File: src/fflc_pkg.sv
// constants, types and defaults for the fifo flag and configuration logic
package fflc_pkg;

	// ==========================================================
	// geometry
	localparam int FFLC_DEPTH = 256;
	localparam int FFLC_CNT_W = 14;
	localparam int FFLC_OFS_W = 12;
	localparam int FFLC_MAX_STAGES = 3;

	// ==========================================================
	// default offsets by depth
	localparam logic [11:0] FFLC_OFS_D256 = 12'h01f;
	localparam logic [11:0] FFLC_OFS_D512 = 12'h03f;
	localparam logic [11:0] FFLC_OFS_LARGE = 12'h07f;
	localparam logic [11:0] FFLC_OFS_DEFAULT = (FFLC_DEPTH == 256) ? FFLC_OFS_D256 :
		(FFLC_DEPTH == 512) ? FFLC_OFS_D512 : FFLC_OFS_LARGE;

	// ==========================================================
	// count thresholds
	localparam logic [13:0] FFLC_CAP_STD = 14'(FFLC_DEPTH);
	localparam logic [13:0] FFLC_CAP_FT = 14'(FFLC_DEPTH + 1);
	localparam logic [13:0] FFLC_HALF_STD = 14'(FFLC_DEPTH / 2 + 1);
	localparam logic [13:0] FFLC_HALF_FT = 14'(FFLC_DEPTH / 2 + 2);
	localparam logic [13:0] FFLC_CNT_ZERO = 14'h0000;
	localparam logic [13:0] FFLC_CNT_ONE = 14'h0001;

	// ==========================================================
	// buffer stage counts
	localparam logic [1:0] FFLC_STG_SINGLE = 2'h1;
	localparam logic [1:0] FFLC_STG_DOUBLE = 2'h2;
	localparam logic [1:0] FFLC_STG_TRIPLE = 2'h3;

	// ==========================================================
	// the only timing/buffer pairings offered
	typedef enum logic [1:0] {
		FFLC_STD_SINGLE = 2'h0,
		FFLC_STD_DOUBLE = 2'h1,
		FFLC_FALL_THROUGH = 2'h3
	} fflc_mode_t;

endpackage : fflc_pkg
File: src/fflc_flag_stage.sv
// boundary flag register buffer with selectable stage count
`timescale 1ns/1ps
module fflc_flag_stage #(
	parameter logic RST_VAL = 1'b0
) (
	input wire logic clk_i,
	input wire logic rst_i,
	input wire logic cond_i,
	input wire logic [1:0] stages_i,
	output logic flag_o
);
	import fflc_pkg::*;

	// ==========================================================
	// tap k is set only after cond_i held k+1 edges, so assertion lags by
	// the stage count while removal always lags one edge
	logic [FFLC_MAX_STAGES-1:0] tap_r;

	genvar gi;
	generate
		for (gi = 0; gi < FFLC_MAX_STAGES; gi++) begin : g_tap
			always_ff @(posedge clk_i) begin
				if (rst_i) begin
					tap_r[gi] <= RST_VAL;
				end else if (gi == 0) begin
					tap_r[gi] <= cond_i;
				end else begin
					tap_r[gi] <= tap_r[(gi == 0) ? 0 : gi - 1] & cond_i;
				end
			end
		end
	endgenerate

	always_comb begin
		unique case (stages_i)
			FFLC_STG_DOUBLE: flag_o = tap_r[1];
			FFLC_STG_TRIPLE: flag_o = tap_r[2];
			default: flag_o = tap_r[0];
		endcase
	end

endmodule : fflc_flag_stage

File: src/fflc_flags.sv
// fifo word count, status flags and configuration-at-reset logic
//
// Overview of operation
// - straps at reset choose single, double or triple boundary flag stages.
// - only empty and full side flags get extra stages; partial flags unaffected.
// - each added stage delays boundary flag assertion by one more cycle.
// - only the fixed empty/full buffering pairings exist, no independent choice.
// - standard timing thresholds: empty at 0, half at D/2+1, full at D.
// - fall-through: capacity D+1, half, partial and full thresholds shifted up by one word; empty stays at 0.
// - empty offset defaults 31, 63 or 127 by depth until reprogrammed.
// - full offset defaults 31, 63 or 127 by depth until reprogrammed.
// - first_load_select low picks asynchronous partial flags, high synchronous.
// - chain straps 0/0 or 1/1 standard single; 1/0 standard double.
// - read 0, write 1 picks fall-through, triple ready-out, double ready-in.
// - reset clears pointers, word count zero, flags show an empty fifo.
// - synchronous partial flags change only on their own side's edges.
// - asynchronous partial flags assert on one side, clear from the other.
// - writes ignored while full; no store, no pointer move.
`timescale 1ns/1ps
module fflc_flags (
	input wire logic clk_i,
	input wire logic rst_i,
	input wire logic write_enable_n_i,
	input wire logic read_enable_n_i,
	input wire logic first_load_select_i,
	input wire logic read_chain_in_i,
	input wire logic write_chain_in_i,
	input wire logic empty_offset_load_i,
	input wire logic full_offset_load_i,
	input wire logic [fflc_pkg::FFLC_OFS_W-1:0] offset_data_i,
	output logic write_accept_o,
	output logic read_accept_o,
	output logic [fflc_pkg::FFLC_CNT_W-1:0] word_count_o,
	output logic empty_flag_n_o,
	output logic full_flag_n_o,
	output logic almost_empty_flag_n_o,
	output logic almost_full_flag_n_o,
	output logic half_full_flag_n_o,
	output logic fall_through_timing_o,
	output logic sync_partial_o
);
	import fflc_pkg::*;

	// ==========================================================
	// configuration at reset
	fflc_mode_t mode_r;
	logic sync_partial_r;
	logic [1:0] empty_stages;
	logic [1:0] full_stages;
	logic fall_through;

	// straps are read only while reset is held, so a strap wiggling later
	// cannot change flag timing under traffic
	always_ff @(posedge clk_i) begin
		if (rst_i) begin
			sync_partial_r <= first_load_select_i;
			if (!read_chain_in_i && write_chain_in_i) begin
				mode_r <= FFLC_FALL_THROUGH;
			end else if (read_chain_in_i && !write_chain_in_i) begin
				mode_r <= FFLC_STD_DOUBLE;
			end else begin
				mode_r <= FFLC_STD_SINGLE;
			end
		end
	end

	// fixed pairings, no per-flag depth selection
	always_comb begin
		unique case (mode_r)
			FFLC_FALL_THROUGH: begin
				empty_stages = FFLC_STG_TRIPLE;
				full_stages = FFLC_STG_DOUBLE;
			end
			FFLC_STD_DOUBLE: begin
				empty_stages = FFLC_STG_DOUBLE;
				full_stages = FFLC_STG_DOUBLE;
			end
			default: begin
				empty_stages = FFLC_STG_SINGLE;
				full_stages = FFLC_STG_SINGLE;
			end
		endcase
	end

	assign fall_through = (mode_r == FFLC_FALL_THROUGH);
	assign fall_through_timing_o = fall_through;
	assign sync_partial_o = sync_partial_r;

	// ==========================================================
	// offset registers
	logic [FFLC_OFS_W-1:0] empty_ofs_r;
	logic [FFLC_OFS_W-1:0] full_ofs_r;

	always_ff @(posedge clk_i) begin
		if (rst_i) begin
			empty_ofs_r <= FFLC_OFS_DEFAULT;
		end else if (empty_offset_load_i) begin
			empty_ofs_r <= offset_data_i;
		end
	end

	always_ff @(posedge clk_i) begin
		if (rst_i) begin
			full_ofs_r <= FFLC_OFS_DEFAULT;
		end else if (full_offset_load_i) begin
			full_ofs_r <= offset_data_i;
		end
	end

	// ==========================================================
	// word count
	logic [FFLC_CNT_W-1:0] count_r;
	logic [FFLC_CNT_W-1:0] count_nxt;
	logic [FFLC_CNT_W-1:0] capacity;
	logic is_full;
	logic is_empty;
	logic wr_go;
	logic rd_go;

	assign capacity = fall_through ? FFLC_CAP_FT : FFLC_CAP_STD;
	// admission uses the live count, not the buffered pin, so a slow flag
	// can never let a write overrun or a read underrun
	assign is_full = (count_r == capacity);
	assign is_empty = (count_r == FFLC_CNT_ZERO);
	assign wr_go = !write_enable_n_i && !is_full;
	assign rd_go = !read_enable_n_i && !is_empty;
	assign write_accept_o = wr_go;
	assign read_accept_o = rd_go;

	always_comb begin
		count_nxt = count_r;
		if (wr_go && !rd_go) begin
			count_nxt = count_r + FFLC_CNT_ONE;
		end else if (rd_go && !wr_go) begin
			count_nxt = count_r - FFLC_CNT_ONE;
		end
	end

	always_ff @(posedge clk_i) begin
		if (rst_i) begin
			count_r <= FFLC_CNT_ZERO;
		end else begin
			count_r <= count_nxt;
		end
	end

	assign word_count_o = count_r;

	// ==========================================================
	// partial flag thresholds
	logic [FFLC_CNT_W-1:0] ae_limit;
	logic [FFLC_CNT_W-1:0] af_limit;
	logic [FFLC_CNT_W-1:0] hf_limit;
	logic [FFLC_CNT_W-1:0] part_count;
	logic ae_cond;
	logic af_cond;
	logic hf_cond;

	// fall-through counts the output register as a word, so each threshold
	// moves up by one
	assign ae_limit = fall_through ? FFLC_CNT_W'(empty_ofs_r) + FFLC_CNT_ONE
		: FFLC_CNT_W'(empty_ofs_r);
	assign af_limit = capacity - FFLC_CNT_W'(full_ofs_r);
	assign hf_limit = fall_through ? FFLC_HALF_FT : FFLC_HALF_STD;

	// asynchronous partial timing follows the count as it moves, synchronous
	// timing waits for the settled count on the following edge
	assign part_count = sync_partial_r ? count_r : count_nxt;
	assign ae_cond = (part_count <= ae_limit);
	assign af_cond = (part_count >= af_limit);
	assign hf_cond = (count_nxt >= hf_limit);

	always_ff @(posedge clk_i) begin
		if (rst_i) begin
			almost_empty_flag_n_o <= 1'b0;
			almost_full_flag_n_o <= 1'b1;
			half_full_flag_n_o <= 1'b1;
		end else begin
			almost_empty_flag_n_o <= !ae_cond;
			almost_full_flag_n_o <= !af_cond;
			half_full_flag_n_o <= !hf_cond;
		end
	end

	// ==========================================================
	// boundary flags
	logic empty_hit;
	logic full_hit;

	fflc_flag_stage #(
		.RST_VAL(1'b1)
	) u_empty_stage (
		.clk_i(clk_i),
		.rst_i(rst_i),
		.cond_i(count_nxt == FFLC_CNT_ZERO),
		.stages_i(empty_stages),
		.flag_o(empty_hit)
	);

	fflc_flag_stage #(
		.RST_VAL(1'b0)
	) u_full_stage (
		.clk_i(clk_i),
		.rst_i(rst_i),
		.cond_i(count_nxt == capacity),
		.stages_i(full_stages),
		.flag_o(full_hit)
	);

	// standard pins go low on the boundary; ready pins go high on it
	assign empty_flag_n_o = fall_through ? empty_hit : !empty_hit;
	assign full_flag_n_o = fall_through ? full_hit : !full_hit;

endmodule : fflc_flags

File: config.mk
export PLATFORM = sky130hd
export DESIGN_NAME = fflc_flags
export DESIGN_NICKNAME = d
export VERILOG_FILES = /design/src/fflc_pkg.sv /design/src/fflc_flag_stage.sv /design/src/fflc_flags.sv
export SDC_FILE = /design/constraint.sdc
export NUM_CORES = 1
export LEC_CHECK = 0
export ABC_AREA = 1
export BUFFER_PORTS_ARGS = -buffer_cell sky130_fd_sc_hd__buf_2
export CAP_MARGIN = 15
export CORE_AREA = 3 3 99 82
export DETAILED_ROUTE_END_ITERATION = 16
export DIE_AREA = 0 0 102 85
export PLACE_DENSITY = 0.82
export SETUP_SLACK_MARGIN = 0.2
export SLEW_MARGIN = 30
export SYNTH_ARGS = -nofsm -noshare
export SYNTH_HDL_FRONTEND = slang
export SYNTH_HIERARCHICAL = 1
export SYNTH_SLANG_ARGS = --single-unit
File: constraint.sdc
create_clock -name clk_i -period 3.2 [get_ports clk_i]
set_clock_uncertainty 0.05 [all_clocks]
set_input_delay 0.48 -clock clk_i [delete_from_list [all_inputs] [get_ports clk_i]]
set_output_delay 0.48 -clock clk_i [all_outputs]
set_load 0.05 [all_outputs]
Word-level counts from Yosys, hierarchy flattened

Index checks and enable logic that the tools add are counted.

Register bits after elaboration: 50
Logic and storage cells: 68
Output and inout port bits: 23

Magnitude comparators: 3
Equal/unequal tests: 8
Add/sub/neg operators: 4
Bitwise logic cells: 4
Muxes and demuxes: 13
Reductions and logical operators: 22

Operators by type and width:

| operator                                             | number |
|---|---|
| two-way mux 14 bit                                   | 3 |
| equality test 14 x 9 -> 1 bit                        | 2 |
| zero test 14 bit                                     | 2 |
| adder 14 x 1 -> 14 bit (second input constant)       | 1 |
| greater-or-equal comparator 14 bit                   | 1 |
| greater-or-equal comparator 14 x 8 -> 1 bit          | 1 |
| <= comparator 14 x 13 -> 1 bit                       | 1 |
| subtractor 14 x 1 -> 14 bit (second input constant)  | 1 |
| adder 12 x 1 -> 13 bit (second input constant)       | 1 |
| zero test 1 bit                                      | 13 |
| two-way mux 13 bit                                   | 1 |
| subtractor 9 x 12 -> 13 bit                          | 1 |
| equality test 2 bit (second input constant)          | 5 |
| logical AND 1 bit                                    | 6 |
| bitwise AND 1 bit                                    | 4 |
| two-way mux 1 bit                                    | 4 |
| two-way mux 2 bit                                    | 2 |
| case mux 1 bit (2 select lines)                      | 2 |
| case mux 2 bit (2 select lines)                      | 1 |
| equality test 2 x 1 -> 1 bit (second input constant) | 1 |
| OR reduction 2 bit                                   | 1 |

Depth between registers and ports, before layout

Depth in word-level cells: 12
Depth in mapped cells: 25

Modules after synthesis

The synthesis kept the hierarchy.

By module, submodules not included:

| module                          | times used | area each (um^2) | sequential area each (um^2) | cells an instance |
|---|---|---|---|---|
| fflc_flags                      | 1          | 3,611.0          | 910.9                       | 537 |
| fflc_flag_stage (u_empty_stage) | 1          | 111.4            | 60.1                        | 15 |
| fflc_flag_stage (u_full_stage)  | 1          | 108.9            | 60.1                        | 15 |

Worst setup path after synthesis

Ideal clock, no wire load.

Kind: register to register
From: register count_r[0] (netlist: word_count_o[0])
To: register almost_full_flag_n_o
Arrival time: 3.488 ns
Setup slack: -0.400 ns
Path buffers: 1
Period minus slack after synthesis: 3.600 ns
Library setup time: 0.061 ns
Cell stages (with the launch flop): 25
Cells stage by stage: dfxtp_1 -> buf_2 -> inv_1 -> ha_1 -> nand2_2 -> nor2_2 -> nand2_2 -> nand2_4 -> inv_4 -> nand2_8 -> inv_6 -> nand2_1 -> nor3_1 -> o21ai_1 -> xnor2_1 -> inv_1 -> o21ai_0 -> ha_1 -> nand2_1 -> inv_1 -> o21ai_0 -> a21oi_1 -> a2111oi_0 -> nand2_1 -> nand2_1

RTL lines:

| item                                                    | line                                 | text |
|---|---|---|
| from (decl)                                             | fflc_flags.sv:112                    | `logic [FFLC_CNT_W-1:0] count_r;` |
| from (signal assigned)                                  | fflc_flags.sv:143                    | `count_r <= count_nxt;` |
| zero test 14 bit *                                      | fflc_flags.sv:124                    | `assign is_empty = (count_r == FFLC_CNT_ZERO);` |
| zero test 1 bit *                                       | fflc_flags.sv:126                    | `assign rd_go = !read_enable_n_i && !is_empty;` |
| logical AND 1 bit *                                     | fflc_flags.sv:126                    |  |
| named net read_accept_o                                 | fflc_flags.sv:32                     | `output logic read_accept_o,` |
| logical AND 1 bit or zero test 1 bit (tied branches)    | fflc_flags.sv:134, fflc_flags.sv:132 |  |
| two-way mux 14 bit or logical AND 1 bit (tied branches) | fflc_flags.sv:134, fflc_flags.sv:132 |  |
| two-way mux 14 bit *                                    | fflc_flags.sv:132                    | `if (wr_go && !rd_go) begin` |
| two-way mux 14 bit *                                    | fflc_flags.sv:168                    | `assign part_count = sync_partial_r ? count_r : count_nxt;` |
| greater-or-equal comparator 14 bit *                    | fflc_flags.sv:170                    | `assign af_cond = (part_count >= af_limit);` |
| zero test 1 bit *                                       | fflc_flags.sv:180                    | `almost_full_flag_n_o <= !af_cond;` |
| to (signal assigned)                                    | fflc_flags.sv:180                    |  |
| to (decl)                                               | fflc_flags.sv:37                     | `output logic almost_full_flag_n_o,` |

Mark *: on every way through the listed nets, which the timed path passes. The rest lies on a longest branch.
A chain may end at the register's enable or synchronous reset.

Worst setup path after layout

From: register count_r[0] (netlist: word_count_o[0])
To: register almost_empty_flag_n_o

Longest elaborated chain between the ends: 10

RTL lines:

| item                                                                                | line              | text |
|---|---|---|
| parallel branches: the longest is 7 deep, another holds subtractor 14 x 1 -> 14 bit | n/a               |  |
| two-way mux 14 bit *                                                                | fflc_flags.sv:168 |  |
| <= comparator 14 x 13 -> 1 bit *                                                    | fflc_flags.sv:169 | `assign ae_cond = (part_count <= ae_limit);` |
| zero test 1 bit *                                                                   | fflc_flags.sv:179 | `almost_empty_flag_n_o <= !ae_cond;` |
| to (signal assigned)                                                                | fflc_flags.sv:179 |  |
| to (decl)                                                                           | fflc_flags.sv:36  | `output logic almost_empty_flag_n_o,` |

Mark *: on every way between the ends.

==> impl_results.md <==
* Sinks on Clock Net at 50
* Internal Power at 1.420 mW
* Buffers on Ports at 43
* Global-route wire length before repair at 16.10 mm
* Core Area at 0.007287 sq mm
* H-tree depth at 2
* Clock tree from TritonCTS: yes
* HP Class: input pin to flop
* DR WL/cell at 13.87 microns
* Crit path max-delay family: compound AO/OA/AOI/OAI gates
* DIE WIDTH at 102 microns
* Status: finished clean
* Final setup fails at 0
* Crit. End Element: flop
* Crit-path max cell delay at 0.39 ns
* Yosys reg bits at 50
* # fillers at 674
* Netlist cell types at 44
* Synth Instances at 567
* Share of layout cells above drive strength 1 at 23.00%
* Period utilisation layout at 96.13%
* Post-DRT Antenna Nets at 0
* Worst Setup Path Type: flop to flop
* Die area at 0.008670 sq mm
* EDFF count, synth at 3
* I/O pin cnt at 44
* Peak supply drop at 308.5 uV
* Yosys warning total at 6
* NetSw at 1.147 mW
* Via/cell ratio at 5.338
* Die height at 85 microns
* Crit path arrival time at 3.23 ns
* Static Leak at 2.199 nW
* Worst path required time at 3.35 ns
* Register area share after synthesis at 26.91%
* Max Clock Freq at 0.3251 GHz
* Main flop type after synthesis: dfxtp_1
* Mapped cell area at 0.003831 sq mm
* Pwr Density at 565.4 mW/mm^2
* Commonest non-fill, non-tap cell in the layout: nand2_1
* Cts bufs inserted at 5
* Clock transition at path regs at 0.09 ns
* Flop pwr share at 30.1%
* Slew Limit Headroom at 57.91%
* Inst Count DP at 696
* Max_cap viols at 0
* Sw Share at 44.70%
* GR Overflow Total at 0
* Clock network power share at 17.3%
* Fin cells at 716
* Rows at 28
* DR pass1 iterations at 5
* Synth Area per Inst at 6.757 sq um
* Minimum clock period at 3.076 ns
* Most frequent cells in the layout: nand2_1, nor2_1, inv_1
* Via count at 3822
* P&R area growth vs syn at 18.52%
* Initial antenna violation count at 0
* Combinational share of power at 52.5%
* CP max FO at 14
* Final WL at 9.932 mm
* Crit-path slowest cell: dfxtp_4
* GRT Total Usage at 22.98%
* Worst-Skew Late Latency at 0.30 ns
* Initial drt markers at 311
* Setup TNS at 0 ns
* Initial Util at 52.58%
* DRC errors left at 0
* Pin count of the biggest net entering global routing at 28
* RSZ-0062 raised after global routing: yes
* Cells along the critical path: inv_4 > ha_4 > nand2_4 > nor2_4 > nand2_2 > nand2_4 > inv_8 > nand2_8 > clkinv_8 > nand2_2 > nor3_2 > o21ai_1 > xnor2_1 > inv_1 > o21ai_4 > buf_6 > ha_4 > a21oi_2 > nor2_1 > a211oi_1 > o2111ai_1 > inv_1 > a21oi_1
* Mapped Nets at 619
* Register Area at 0.001056 sq mm
* Nets@finish at 677
* Asr flop ratio synth at 0%
* Slew Limit Fails at 0
* Root Driver: clkbuf_8
* Pin slew with the least headroom to its limit at 0.6307 ns
* Antenna Cells at 0
* Hpwl dp at 7.640 mm
* Footprint of the multi-input gates at 0.002601 sq mm
* GPL Wtd Cong at 0.9051
* Final hold vios at 0
* Number of global-route vias before repair at 3427
* CTS Buffer Depth at 2
* CP startpoint kind: flop
* Worst Path Buf+Inv at 6
## cells in the mapped netlist (all sizes together), types with 3 or more instances
| library cell | count | share of area, % |
|---|---|---|
| buf | 10 | 2.4 |
| nor3 | 10 | 1.4 |
| nand3 | 36 | 5.0 |
| xnor2 | 7 | 1.6 |
| a211oi | 3 | 0.59 |
| ha | 31 | 10 |
| nand3b | 3 | 0.59 |
| nand2 | 153 | 16 |
| inv | 54 | 5.5 |
| a21oi | 18 | 2.4 |
| edfxtp | 3 | 2.4 |
| nor2 | 89 | 9.6 |
| or2 | 3 | 0.49 |
| clkbuf | 10 | 0.98 |
| xor2 | 32 | 7.7 |
| o21ai | 45 | 6.1 |
| nand4 | 4 | 0.65 |
| dfxtp | 47 | 25 |
## timing repair
item	CTS	global route
setup buffers	5	7
resized for setup	11	24
setup endpoints to repair	2	4
pin swaps	4	7
hold buffers	0	0
## metrics by stage
stage	area [sq um]	setup slack, ns	utilization (%)	hold slack [ns]	total power [mW]
after floorplan	3901	0.1021	-	0.3597	1.725
after global placement	4215	0.07078	57.85	0.3684	1.973
after detailed placement	4215	0.006765	57.85	0.3715	2.004
after CTS	4397	0.2027	60.34	0.2926	2.492
after global routing	4541	-0.08358	62.31	0.2826	2.757
final	4541	0.1237	62.31	0.2970	2.567
## cell type report
class                           count  area share (%)
Clock buffer                        7           1.681
Sequential cell                    50           23.26
Tap cell                           90           2.480
Inverter                           55           5.098
Timing Repair Buffer               71           9.534
Clock inverter                      1          0.6613
Multi-Input combinational cell    442           57.29
## state kept, by name, indices dropped and copies added, names as in the netlist
signal	cells
half_full_flag_n_o	1
u_empty_stage/tap_r	3
u_full_stage/tap_r	3
full_ofs_r	12
almost_full_flag_n_o	1
almost_empty_flag_n_o	1
word_count_o	14
sync_partial_o	1
empty_ofs_r	12
mode_r	2
## path summary, 6_finish.rpt
path / from / endpoint / slack, ns / depth (start not counted)
hold reg to reg: u_full_stage/tap_r[0]$_SDFF_PP0_ / u_full_stage/tap_r[1]$_SDFF_PP0_ / 0.39 / 2
setup / recovery: word_count_o[0]$_SDFF_PP0_ / almost_empty_flag_n_o$_SDFF_PP0_ / 0.12 / 23
hold / removal: first_load_select_i / sync_partial_o$_DFFE_PP_ / 0.30 / 1
setup reg to reg: word_count_o[0]$_SDFF_PP0_ / almost_empty_flag_n_o$_SDFF_PP0_ / 0.12 / 23
## kinds of logic (layout without fill, tap and decap cells)
| kind of cell | after synthesis | after routing | share of synthesized area (%) |
|---|---|---|---|
| AOI/OAI and AO/OA | 72 | 72 | 10.42 |
| adders and majority gates | 31 | 31 | 10.12 |
| DFF | 50 | 50 | 26.91 |
| muxes | 1 | 1 | 0.2613 |
| xor gates and xnor gates | 39 | 39 | 9.308 |
| and+or+nand+nor | 299 | 299 | 34.06 |
| buffers and inverters | 75 | 134 | 8.915 |
## per-layer routing
layer / GRT usage, % / vias up / part of all wire (%)
li1: - / 1933 / -
met1: 33.20 / 1734 / 46
met2: 35.58 / 141 / 45
met3: 4.273 / 14 / 7.3
met4: 5.244 / 0 / 1.3
met5: 0 / - / 0
## power by group through the flow
stage               clock, mW  sequential [mW]  combinational (mW)
finish                  0.445            0.773                1.35
detailed placement          0            0.786                1.22
CTS                     0.453            0.769                1.27
floorplan                   0            0.907               0.818
global route            0.482            0.782                1.49
global placement            0            0.782                1.19
## worst reg2reg max path, stage by stage, from the launching register on
cell,delay (ns)
dfxtp_4,0.39
inv_4,0.05
ha_4,0.17
nand2_4,0.07
nor2_4,0.04
nand2_2,0.08
nand2_4,0.09
inv_8,0.09
nand2_8,0.07
clkinv_8,0.08
nand2_2,0.06
nor3_2,0.15
o21ai_1,0.09
xnor2_1,0.21
inv_1,0.11
o21ai_4,0.15
buf_6,0.12
ha_4,0.19
a21oi_2,0.11
nor2_1,0.05
a211oi_1,0.24
o2111ai_1,0.18
inv_1,0.08
a21oi_1,0.06
No activity file was read; power rests on OpenSTA's default activity.
